==> config.mk <==
export PLATFORM = sky130hd
export DESIGN_NAME = sls_top
export DESIGN_NICKNAME = d
export VERILOG_FILES = /design/src/core/sls_pkg.sv /design/src/core/sls_top.sv
export SDC_FILE = /design/constraint.sdc
export NUM_CORES = 1
export LEC_CHECK = 0
export BUFFER_PORTS_ARGS = -buffer_cell sky130_fd_sc_hd__buf_2
export CAP_MARGIN = 20
export CORE_ASPECT_RATIO = 0.6
export CORE_UTILIZATION = 62
export CTS_BUF_LIST = sky130_fd_sc_hd__clkbuf_8 sky130_fd_sc_hd__clkbuf_16
export DETAILED_ROUTE_END_ITERATION = 8
export GPL_ROUTABILITY_DRIVEN = 0
export PLACE_DENSITY = 0.85
export REMOVE_ABC_BUFFERS = 1
export SLEW_MARGIN = 20
export SYNTH_ARGS = -nofsm -noshare
export SYNTH_HDL_FRONTEND = slang
export SYNTH_SLANG_ARGS = --single-unit
==> constraint.sdc <==
create_clock -name CLK -period 3.6 [get_ports CLK]
set_clock_uncertainty 0.1 [all_clocks]
set_input_delay 0.18 -clock CLK [delete_from_list [all_inputs] [get_ports CLK]]
set_output_delay 0.18 -clock CLK [all_outputs]
set_load 0.02 [all_outputs]
==> src/core/sls_pkg.sv <==
// package of constants and types for the status led sequencer
`default_nettype none
package sls_pkg;
    // clock and timing
    localparam int unsigned CLK_HZ = 250_000_000;
    localparam int unsigned CYC_PER_MS = CLK_HZ / 1000;
    localparam int unsigned ADDR_SHOW_MS = 2000;
    localparam int unsigned ADDR_SHOW_CYC = ADDR_SHOW_MS * CYC_PER_MS;
    localparam int unsigned STEP_MS = 125;
    localparam int unsigned STEP_CYC = STEP_MS * CYC_PER_MS;
    localparam int unsigned BLINK_HALF_MS = 250;
    localparam int unsigned BLINK_HALF_CYC = BLINK_HALF_MS * CYC_PER_MS;

    // geometry
    localparam int unsigned NCH = 8;
    localparam int unsigned AXI_AW = 8;

    // register byte offsets
    localparam logic [7:0] OFS_CTRL = 8'h00;
    localparam logic [7:0] OFS_CH_ACT = 8'h04;
    localparam logic [7:0] OFS_CH_FLT = 8'h08;
    localparam logic [7:0] OFS_CH_LOW = 8'h0c;
    localparam logic [7:0] OFS_CH_CFG = 8'h10;
    localparam logic [7:0] OFS_STATUS = 8'h14;
    localparam logic [7:0] OFS_LEDS = 8'h18;

    // ctrl field positions
    localparam int unsigned CTRL_TYPE_LSB = 0;
    localparam int unsigned CTRL_CFG_BIT = 2;
    localparam int unsigned CTRL_DIS_BIT = 3;
    localparam int unsigned CTRL_LOWPWR_BIT = 4;

    // axi responses
    localparam logic [1:0] RESP_OKAY = 2'h0;
    localparam logic [1:0] RESP_SLVERR = 2'h2;

    // values after reset
    localparam logic RDY_RST = 1'h1;
    localparam logic LED_ON = 1'h1;

    typedef enum logic [2:0] {PH_LAMP, PH_RED_ON, PH_RED_OFF, PH_AMB_ON, PH_AMB_OFF, PH_ADDR, PH_RUN} sls_phase_e;
    typedef enum logic [1:0] {MT_DISCRETE_IO_MODULE, MT_RELAY, MT_ANALOG, MT_SPARE} sls_mtype_e;

    typedef struct packed {
        sls_phase_e phase;
        logic [2:0] idx;
        logic [31:0] tmr;
        logic [31:0] blink_tmr;
        logic blink;
        logic cap_done;
        logic [7:0] addr;
        sls_mtype_e mtype;
        logic mod_cfg;
        logic dev_dis;
        logic low_pwr;
        logic [7:0] ch_act;
        logic [7:0] ch_flt;
        logic [7:0] ch_low;
        logic [7:0] ch_cfg;
        logic awready;
        logic wready;
        logic bvalid;
        logic [1:0] bresp;
        logic aw_got;
        logic w_got;
        logic [7:0] awaddr;
        logic [7:0] wdata;
        logic wstb;
        logic arready;
        logic rvalid;
        logic [1:0] rresp;
        logic [31:0] rdata;
        logic led_pwr;
        logic led_flt;
        logic [7:0] led_act;
        logic [7:0] led_cflt;
    } sls_state_s;
endpackage
`default_nettype wire

==> src/core/sls_top.sv <==
// front panel status led sequencer with axi4-lite register slave
//
// How it works
// - drive eighteen leds, two device, sixteen channel
// - power-up starts with both device leds lit
// - red leds light cumulatively, channel one to eight
// - then red leds go dark one by one
// - same on-then-off sweep over amber leds
// - red leds show captured address switch bits
// - address pattern held for two seconds
// - device fault led off after address display
// - unconfigured module blinks all amber leds together
// - green power led always lit
// - amber device led steady when disabled/watchdog
// - amber device led blinks once at power-up
// - discrete type: red steady when channel active
// - amber blinks on low power or unconfigured channel, except for the spare type
// - discrete type: amber steady on channel fault
// - relay: red steady when active, no steady amber
// - analog type: red blinks low, steady high alarm
// - analog type: amber steady when out of range
//
// The address map and the AXI4-Lite slave port were left to the implementer.
`default_nettype none
module sls_top #(
    parameter int unsigned ADDR_SHOW_CYCLES = sls_pkg::ADDR_SHOW_CYC,
    parameter int unsigned STEP_CYCLES = sls_pkg::STEP_CYC,
    parameter int unsigned BLINK_HALF_CYCLES = sls_pkg::BLINK_HALF_CYC
) (
    input wire logic CLK,
    input wire logic NRST,
    input wire logic [7:0] ADDR_SW,
    input wire logic WDOG_FAULT,
    output logic LED_PWR,
    output logic LED_FLT,
    output logic [7:0] LED_ACT,
    output logic [7:0] LED_CFLT,
    input wire logic [7:0] S_AXI_AWADDR,
    input wire logic S_AXI_AWVALID,
    output logic S_AXI_AWREADY,
    input wire logic [31:0] S_AXI_WDATA,
    input wire logic [3:0] S_AXI_WSTRB,
    input wire logic S_AXI_WVALID,
    output logic S_AXI_WREADY,
    output logic [1:0] S_AXI_BRESP,
    output logic S_AXI_BVALID,
    input wire logic S_AXI_BREADY,
    input wire logic [7:0] S_AXI_ARADDR,
    input wire logic S_AXI_ARVALID,
    output logic S_AXI_ARREADY,
    output logic [31:0] S_AXI_RDATA,
    output logic [1:0] S_AXI_RRESP,
    output logic S_AXI_RVALID,
    input wire logic S_AXI_RREADY
);
    sls_pkg::sls_state_s s;
    sls_pkg::sls_state_s n;
    logic tmr_end;
    logic [7:0] sweep_mask;
    logic [7:0] warn;

    // register read mux; unmapped words read zero with slverr
    function automatic logic [33:0] rd_word(input sls_pkg::sls_state_s st, input logic [7:0] a);
        logic [7:0] wa;
        wa = {a[7:2], 2'h0};
        unique case (wa)
            sls_pkg::OFS_CTRL: rd_word = {sls_pkg::RESP_OKAY, 27'h0, st.low_pwr, st.dev_dis, st.mod_cfg, st.mtype};
            sls_pkg::OFS_CH_ACT: rd_word = {sls_pkg::RESP_OKAY, 24'h0, st.ch_act};
            sls_pkg::OFS_CH_FLT: rd_word = {sls_pkg::RESP_OKAY, 24'h0, st.ch_flt};
            sls_pkg::OFS_CH_LOW: rd_word = {sls_pkg::RESP_OKAY, 24'h0, st.ch_low};
            sls_pkg::OFS_CH_CFG: rd_word = {sls_pkg::RESP_OKAY, 24'h0, st.ch_cfg};
            sls_pkg::OFS_STATUS: rd_word = {sls_pkg::RESP_OKAY, 20'h0, st.cap_done, st.addr, st.phase};
            sls_pkg::OFS_LEDS: rd_word = {sls_pkg::RESP_OKAY, 14'h0, st.led_pwr, st.led_flt, st.led_cflt, st.led_act};
            default: rd_word = {sls_pkg::RESP_SLVERR, 32'h0};
        endcase
    endfunction

    // cumulative sweep mask: channels up to the current step index
    always_comb begin
        for (int k = 0; k < 8; k++) begin
            sweep_mask[k] = (3'(k) <= s.idx);
        end
    end

    // timer end depends on phase; address display uses its own long count
    assign tmr_end = (s.phase == sls_pkg::PH_ADDR) ? (s.tmr == 32'(ADDR_SHOW_CYCLES - 1))
                                                    : (s.tmr == 32'(STEP_CYCLES - 1));

    // per-channel blink request: low power or channel lacks configuration
    assign warn = {8{s.low_pwr}} | ~s.ch_cfg;

    // next-state logic: sequencer, blink, register slave and led drive
    always_comb begin
        logic [33:0] rw;
        rw = '0;
        n = s;

        // address switches caught on the first edge after release only
        if (!s.cap_done) begin
            n.addr = ADDR_SW;
            n.cap_done = 1'h1;
        end

        // free running blink; one common phase for every channel
        if (s.blink_tmr == 32'(BLINK_HALF_CYCLES - 1)) begin
            n.blink_tmr = '0;
            n.blink = ~s.blink;
        end else begin
            n.blink_tmr = s.blink_tmr + 32'h1;
        end

        // power-up sequencer
        if (s.phase != sls_pkg::PH_RUN) begin
            n.tmr = tmr_end ? 32'h0 : s.tmr + 32'h1;
        end
        if (tmr_end) begin
            unique case (s.phase)
                sls_pkg::PH_LAMP: n.phase = sls_pkg::PH_RED_ON;
                sls_pkg::PH_RED_ON, sls_pkg::PH_RED_OFF, sls_pkg::PH_AMB_ON, sls_pkg::PH_AMB_OFF: begin
                    n.idx = s.idx + 3'h1;
                    if (s.idx == 3'h7) begin
                        n.phase = sls_pkg::sls_phase_e'(s.phase + 3'h1);
                    end
                end
                sls_pkg::PH_ADDR: n.phase = sls_pkg::PH_RUN;
                sls_pkg::PH_RUN: n.phase = sls_pkg::PH_RUN;
                default: n.phase = sls_pkg::PH_RUN;
            endcase
        end

        // axi write: address and data taken in either order
        if (S_AXI_AWVALID && s.awready) begin
            n.aw_got = 1'h1;
            n.awaddr = S_AXI_AWADDR;
        end
        if (S_AXI_WVALID && s.wready) begin
            n.w_got = 1'h1;
            n.wdata = S_AXI_WDATA[7:0];
            n.wstb = S_AXI_WSTRB[0];
        end
        if (s.bvalid && S_AXI_BREADY) begin
            n.bvalid = 1'h0;
        end
        if (s.aw_got && s.w_got && !s.bvalid) begin
            n.aw_got = 1'h0;
            n.w_got = 1'h0;
            n.bvalid = 1'h1;
            n.bresp = sls_pkg::RESP_OKAY;
            if (s.wstb) begin
                unique case ({s.awaddr[7:2], 2'h0})
                    sls_pkg::OFS_CTRL: begin
                        n.mtype = sls_pkg::sls_mtype_e'(s.wdata[sls_pkg::CTRL_TYPE_LSB +: 2]);
                        n.mod_cfg = s.wdata[sls_pkg::CTRL_CFG_BIT];
                        n.dev_dis = s.wdata[sls_pkg::CTRL_DIS_BIT];
                        n.low_pwr = s.wdata[sls_pkg::CTRL_LOWPWR_BIT];
                    end
                    sls_pkg::OFS_CH_ACT: n.ch_act = s.wdata;
                    sls_pkg::OFS_CH_FLT: n.ch_flt = s.wdata;
                    sls_pkg::OFS_CH_LOW: n.ch_low = s.wdata;
                    sls_pkg::OFS_CH_CFG: n.ch_cfg = s.wdata;
                    sls_pkg::OFS_STATUS, sls_pkg::OFS_LEDS: n.bresp = sls_pkg::RESP_OKAY;
                    default: n.bresp = sls_pkg::RESP_SLVERR;
                endcase
            end else if (rd_word(s, s.awaddr) >> 32 != 34'h0) begin
                n.bresp = sls_pkg::RESP_SLVERR;
            end
        end
        // ready drops while a word is held so nothing is overwritten
        n.awready = !n.aw_got && !n.bvalid;
        n.wready = !n.w_got && !n.bvalid;

        // axi read: one outstanding, data latched at the address edge
        if (s.rvalid && S_AXI_RREADY) begin
            n.rvalid = 1'h0;
        end
        if (S_AXI_ARVALID && s.arready) begin
            rw = rd_word(s, S_AXI_ARADDR);
            n.rvalid = 1'h1;
            n.rdata = rw[31:0];
            n.rresp = rw[33:32];
        end
        n.arready = !n.rvalid;

        // led drive; green stays lit from reset onward
        n.led_pwr = sls_pkg::LED_ON;
        n.led_flt = 1'h0;
        n.led_act = 8'h0;
        n.led_cflt = 8'h0;
        unique case (s.phase)
            sls_pkg::PH_LAMP: n.led_flt = 1'h1;
            sls_pkg::PH_RED_ON: begin
                n.led_flt = 1'h1;
                n.led_act = sweep_mask;
            end
            sls_pkg::PH_RED_OFF: begin
                n.led_flt = 1'h1;
                n.led_act = ~sweep_mask;
            end
            sls_pkg::PH_AMB_ON: begin
                n.led_flt = 1'h1;
                n.led_cflt = sweep_mask;
            end
            sls_pkg::PH_AMB_OFF: begin
                n.led_flt = 1'h1;
                n.led_cflt = ~sweep_mask;
            end
            sls_pkg::PH_ADDR: begin
                n.led_flt = 1'h1;
                n.led_act = s.addr;
            end
            sls_pkg::PH_RUN: begin
                // the one power-up blink ends here; afterwards only faults light it
                n.led_flt = s.dev_dis | WDOG_FAULT;
                if (!s.mod_cfg) begin
                    n.led_cflt = {8{s.blink}};
                end else begin
                    unique case (s.mtype)
                        sls_pkg::MT_DISCRETE_IO_MODULE: begin
                            n.led_act = s.ch_act;
                            n.led_cflt = s.ch_flt | (warn & {8{s.blink}});
                        end
                        sls_pkg::MT_RELAY: begin
                            n.led_act = s.ch_act;
                            n.led_cflt = warn & {8{s.blink}};
                        end
                        sls_pkg::MT_ANALOG: begin
                            n.led_act = s.ch_act | (s.ch_low & {8{s.blink}});
                            n.led_cflt = s.ch_flt | (warn & {8{s.blink}});
                        end
                        sls_pkg::MT_SPARE: n.led_act = 8'h0;
                    endcase
                end
            end
            default: n.led_flt = 1'h1;
        endcase
    end

    // state register; reset only loads constants
    always_ff @(posedge CLK or negedge NRST) begin
        if (!NRST) begin
            s <= '0;
            s.led_pwr <= sls_pkg::LED_ON;
            s.led_flt <= sls_pkg::LED_ON;
            s.awready <= sls_pkg::RDY_RST;
            s.wready <= sls_pkg::RDY_RST;
            s.arready <= sls_pkg::RDY_RST;
        end else begin
            s <= n;
        end
    end

    // outputs straight from the state register
    assign LED_PWR = s.led_pwr;
    assign LED_FLT = s.led_flt;
    assign LED_ACT = s.led_act;
    assign LED_CFLT = s.led_cflt;
    assign S_AXI_AWREADY = s.awready;
    assign S_AXI_WREADY = s.wready;
    assign S_AXI_BVALID = s.bvalid;
    assign S_AXI_BRESP = s.bresp;
    assign S_AXI_ARREADY = s.arready;
    assign S_AXI_RVALID = s.rvalid;
    assign S_AXI_RDATA = s.rdata;
    assign S_AXI_RRESP = s.rresp;
endmodule
`default_nettype wire

==> summary.log <==
qor: sta.post-route-period-util 0.751
qor: worst_hold_path.min-delay-start S_AXI_ARVALID
qor: route.detailed_route_drc_error_count 0
qor: setup_path.worstSetupEndpointType register
qor: clock_network.cts_setup_buffers 0
qor: setup_path.critical-path-top-delay-family simple AND/OR/NAND/NOR gates
qor: worst_hold_path.hold-path-cell-count 3
qor: placement.place_worst_setup_slack 0.927 ns
qor: floorplanning.die_extent_in_x 157 microns
qor: global_route.largest_net_degree_at_the_start_of_global_routing 78
qor: yosys.main_combinational_cell_family_by_area_after_synthesis simple AND/OR/NAND/NOR gates
qor: setup_path.r2r-end s[89]
qor: clock_network.clkSlewWorstSetupHoldPaths 0.07 ns
qor: floorplanning.start_util 0.645
qor: placement.detailedPlacementHpwl 14.3 mm
qor: worst_hold_path.worst_min_delay_path_endpoint S_AXI_RRESP[1]
qor: yosys.synth-adder-area-share 0.0154
qor: clock_network.postCtsResizedCells 0
qor: floorplanning.io-pin-count 127
qor: sta.final.setup.tns 0 ns
qor: route.wire_length_per_cell_after_detailed_routing 19.4 microns
qor: setup_path.critical_path_class reg2reg
qor: global_route.grt_pass1_vias 6,363
qor: sta.hold_viol_final 0
qor: setup_path.critPathMaxStageDelay 0.84 ns
qor: yosys.netlist.top_cell.by_area dfrtp_1
qor: setup_path.worst-endpoint-arrival 2.90 ns
qor: setup_path.critical_path_cell_by_cell nand2_1 > nor2_1 > nand4b_1 > nor2_1 > mux2_2
qor: setup_path.worst-path-max-fanout 8
qor: yosys.synth.ff_latch_count 176
qor: yosys.sequential_share_of_the_synthesized_area 0.494
qor: yosys.synth_cell_type_count 58
qor: route.first_iter_violations 741
qor: finish.final_area 10,000 sq um
qor: floorplanning.core_region_area 13,800 sq um
qor: global_route.global_route_wire_length_before_repair 34.0 mm
qor: setup_path.timing.rr.start s[71]
qor: sta.hold-worst-slack 0.109 ns
qor: finish.layout_commonest_cell dfrtp_1
qor: yosys.synth-warning-count 0
qor: finish.layout.nets 994
qor: route.firstDrtPassIters 7
qor: clock_network.clkSinkCount 176
qor: yosys.synthesized_area_fraction_occupied_by_xor_and_xnor_cells 0.0589
qor: yosys.synth_mux_area_frac 0.0989
qor: global_route.overall_global_routing_resource_usage 0.305
qor: setup_path.cp-start-kind register
qor: sta.rsz_0062_raised_after_global_routing false
qor: setup_path.reg2reg_setup_slack 0.90 ns
qor: route.drt-total-wl 21.7 mm
qor: clock_network.clock_root_buffer clkbuf_16
qor: finish.layout.cells.most_common_list dfrtp_1, buf_2, nand2_1, mux2_2, nor2_1
qor: yosys.netlist.area_leader.share 0.482
qor: clock_network.clock_insertion_delay_at_the_later_pin_of_the_skew_report 0.43 ns
qor: yosys.synth_area_leaders dfrtp_1, mux2_2, buf_4
qor: yosys.post_synth_inst_count 850
qor: finish.number_of_fill_cells_in_the_layout 924
qor: setup_path.timing.critical_path.mode_cell nor2_1
qor: yosys.syn-cell-area 8920 sq um
qor: yosys.syn_area_per_cell 10.5 sq um
qor: floorplanning.fp.dieArea 14,900 sq um
qor: power_and_ir_drop.power_density 509 nW/um^2
qor: sta.timing.fmax 0.370 GHz
qor: job.maxCapViolations 0
qor: placement.placement.cell_area 9150 sq um
qor: clock_network.clock_tree.buffer_depth 2
qor: route.vias 6,798
qor: yosys.synth_enable_flop_cells 0
qor: finish.area_growth 12.4%
qor: run_status.status finished, final reports clean
qor: sta.max_slew.worst_pin.slew 0.997 ns
qor: sta.max-slew-margin-rel 0.330
qor: setup_path.crit_buf_inv 0
qor: yosys.synth-compound-area-share 0.0851
qor: yosys.postSynth.topFlopCell dfrtp_1
qor: worst_hold_path.hold_path_class in2reg
qor: power_and_ir_drop.irDropWorstVdd 0.384 mV
qor: power_and_ir_drop.p_leak 4.72 nW
qor: global_route.grt_overflow_total 0
qor: sta.post-route-worst-setup-slack 0.898 ns
qor: floorplanning.fp.dieH 94.9 microns
qor: clock_network.numCtsBuffers 17
qor: placement.io_buffer_count 78
qor: floorplanning.fp-row-count 33
qor: clock_network.h_tree_levels 4
qor: yosys.synth-simple-area-share 0.174
qor: setup_path.required 3.80 ns
qor: finish.n_antenna_cell 0
qor: sta.report.final.setup_viol 0
qor: yosys.ys_async_sr_fraction 1.00
qor: clock_network.clock_tree_from_tritoncts done
qor: route.routed_via_density 6.07
qor: setup_path.reg2regPathDepth 5
qor: route.antenna_violating_nets_post_route 0
qor: setup_path.slowest_stage nor2_1
qor: global_route.grt_antenna_before_repair 0
qor: sta.final_max_slew_viol_count 0
qor: finish.final_layout_size_suffix_gt1_frac 0.216
qor: sta.final_period_minus_worst_setup_slack 2.70 ns
==> registers in the layout, indices dropped and copies added (netlist names) <==
register       flops
LED_FLT            1
S_AXI_AWREADY      1
s                134
S_AXI_BRESP        1
S_AXI_BVALID       1
S_AXI_RRESP        1
LED_ACT            8
S_AXI_RVALID       1
S_AXI_RDATA       18
S_AXI_WREADY       1
LED_CFLT           8
S_AXI_ARREADY      1
==> tightest hold or removal path, cell delays in order <==
cell and delay, ns:
buf_2 0.08, and2_1 0.20, o21a_1 0.13
==> cell usage after synthesis, drive strengths merged (16+ instances only) <==
cell	n
dfrtp	172
o21ai	33
nand4	29
buf	60
xor2	36
inv	27
clkbuf	25
a21oi	26
nand3	35
nand2	72
nor3	18
xnor2	24
and2	16
mux2	67
nor2	59
==> power breakdown <==
part | internal (mW) | leakage (nW) | switching, mW | total (mW)
sequential | 2.25 | 2.34 | 0.315 | 2.57
combinational | 0.354 | 2.11 | 0.349 | 0.703
clock | 1.04 | 0.274 | 0.798 | 1.84
total | 3.65 | 4.72 | 1.46 | 5.11
==> per-stage QoR <==
step,utilization,power [mW],cells
floorplan,-,2.92,781
CTS,0.725,5.08,1120
finish,0.725,5.11,1120
global placement,0.661,3.16,1058
global route,0.725,5.29,1120
detailed placement,0.661,3.21,1058
==> kinds of logic after synthesis <==
kind of cell / Yosys count
other: 2
AND/OR/NAND/NOR: 294
flip-flops: 176
AO/OA/AOI/OAI: 116
XOR/XNOR: 60
multiplexers: 79
buffers and inverters: 112
adder cells (fa/ha/maj): 11
==> worst max-delay path by stage <==
stage            from     end  cells past startpoint
2_1_floorplan  s[193]  s[161]                      7
3_3_place_gp   s[193]  s[190]                      8
3_5_place_dp   s[192]  s[184]                      8
4_1_cts        s[193]  s[190]                      8
5_1_grt        s[192]  s[184]                      8
6_report        s[71]   s[89]                      5
==> repair_timing <==
action / in CTS / in global routing
hold buffers: 30 / 0
setup endpoints to repair: 0 / 0
endpoints found under the hold margin: 103 / 0
==> layout make-up <==
type	count	area, sq um	share of cell area
clock buffer	18	439	0.0438
clock inverter	14	144	0.0143
inverter	27	101	0.0101
multi-input combinational	578	3930	0.392
sequential	176	4410	0.440
tap	192	240	0.0240
timing repair buffer	115	762	0.0760
==> per-layer routing <==
metal	GRT usage	wire length, microns	up-vias
met5	0	0	-
met4	0.100	405	0
met3	0.0872	2140	49
met2	0.444	9460	399
met1	0.438	9700	3298
li1	-	-	3052
Power figures use the tool's default switching activity.
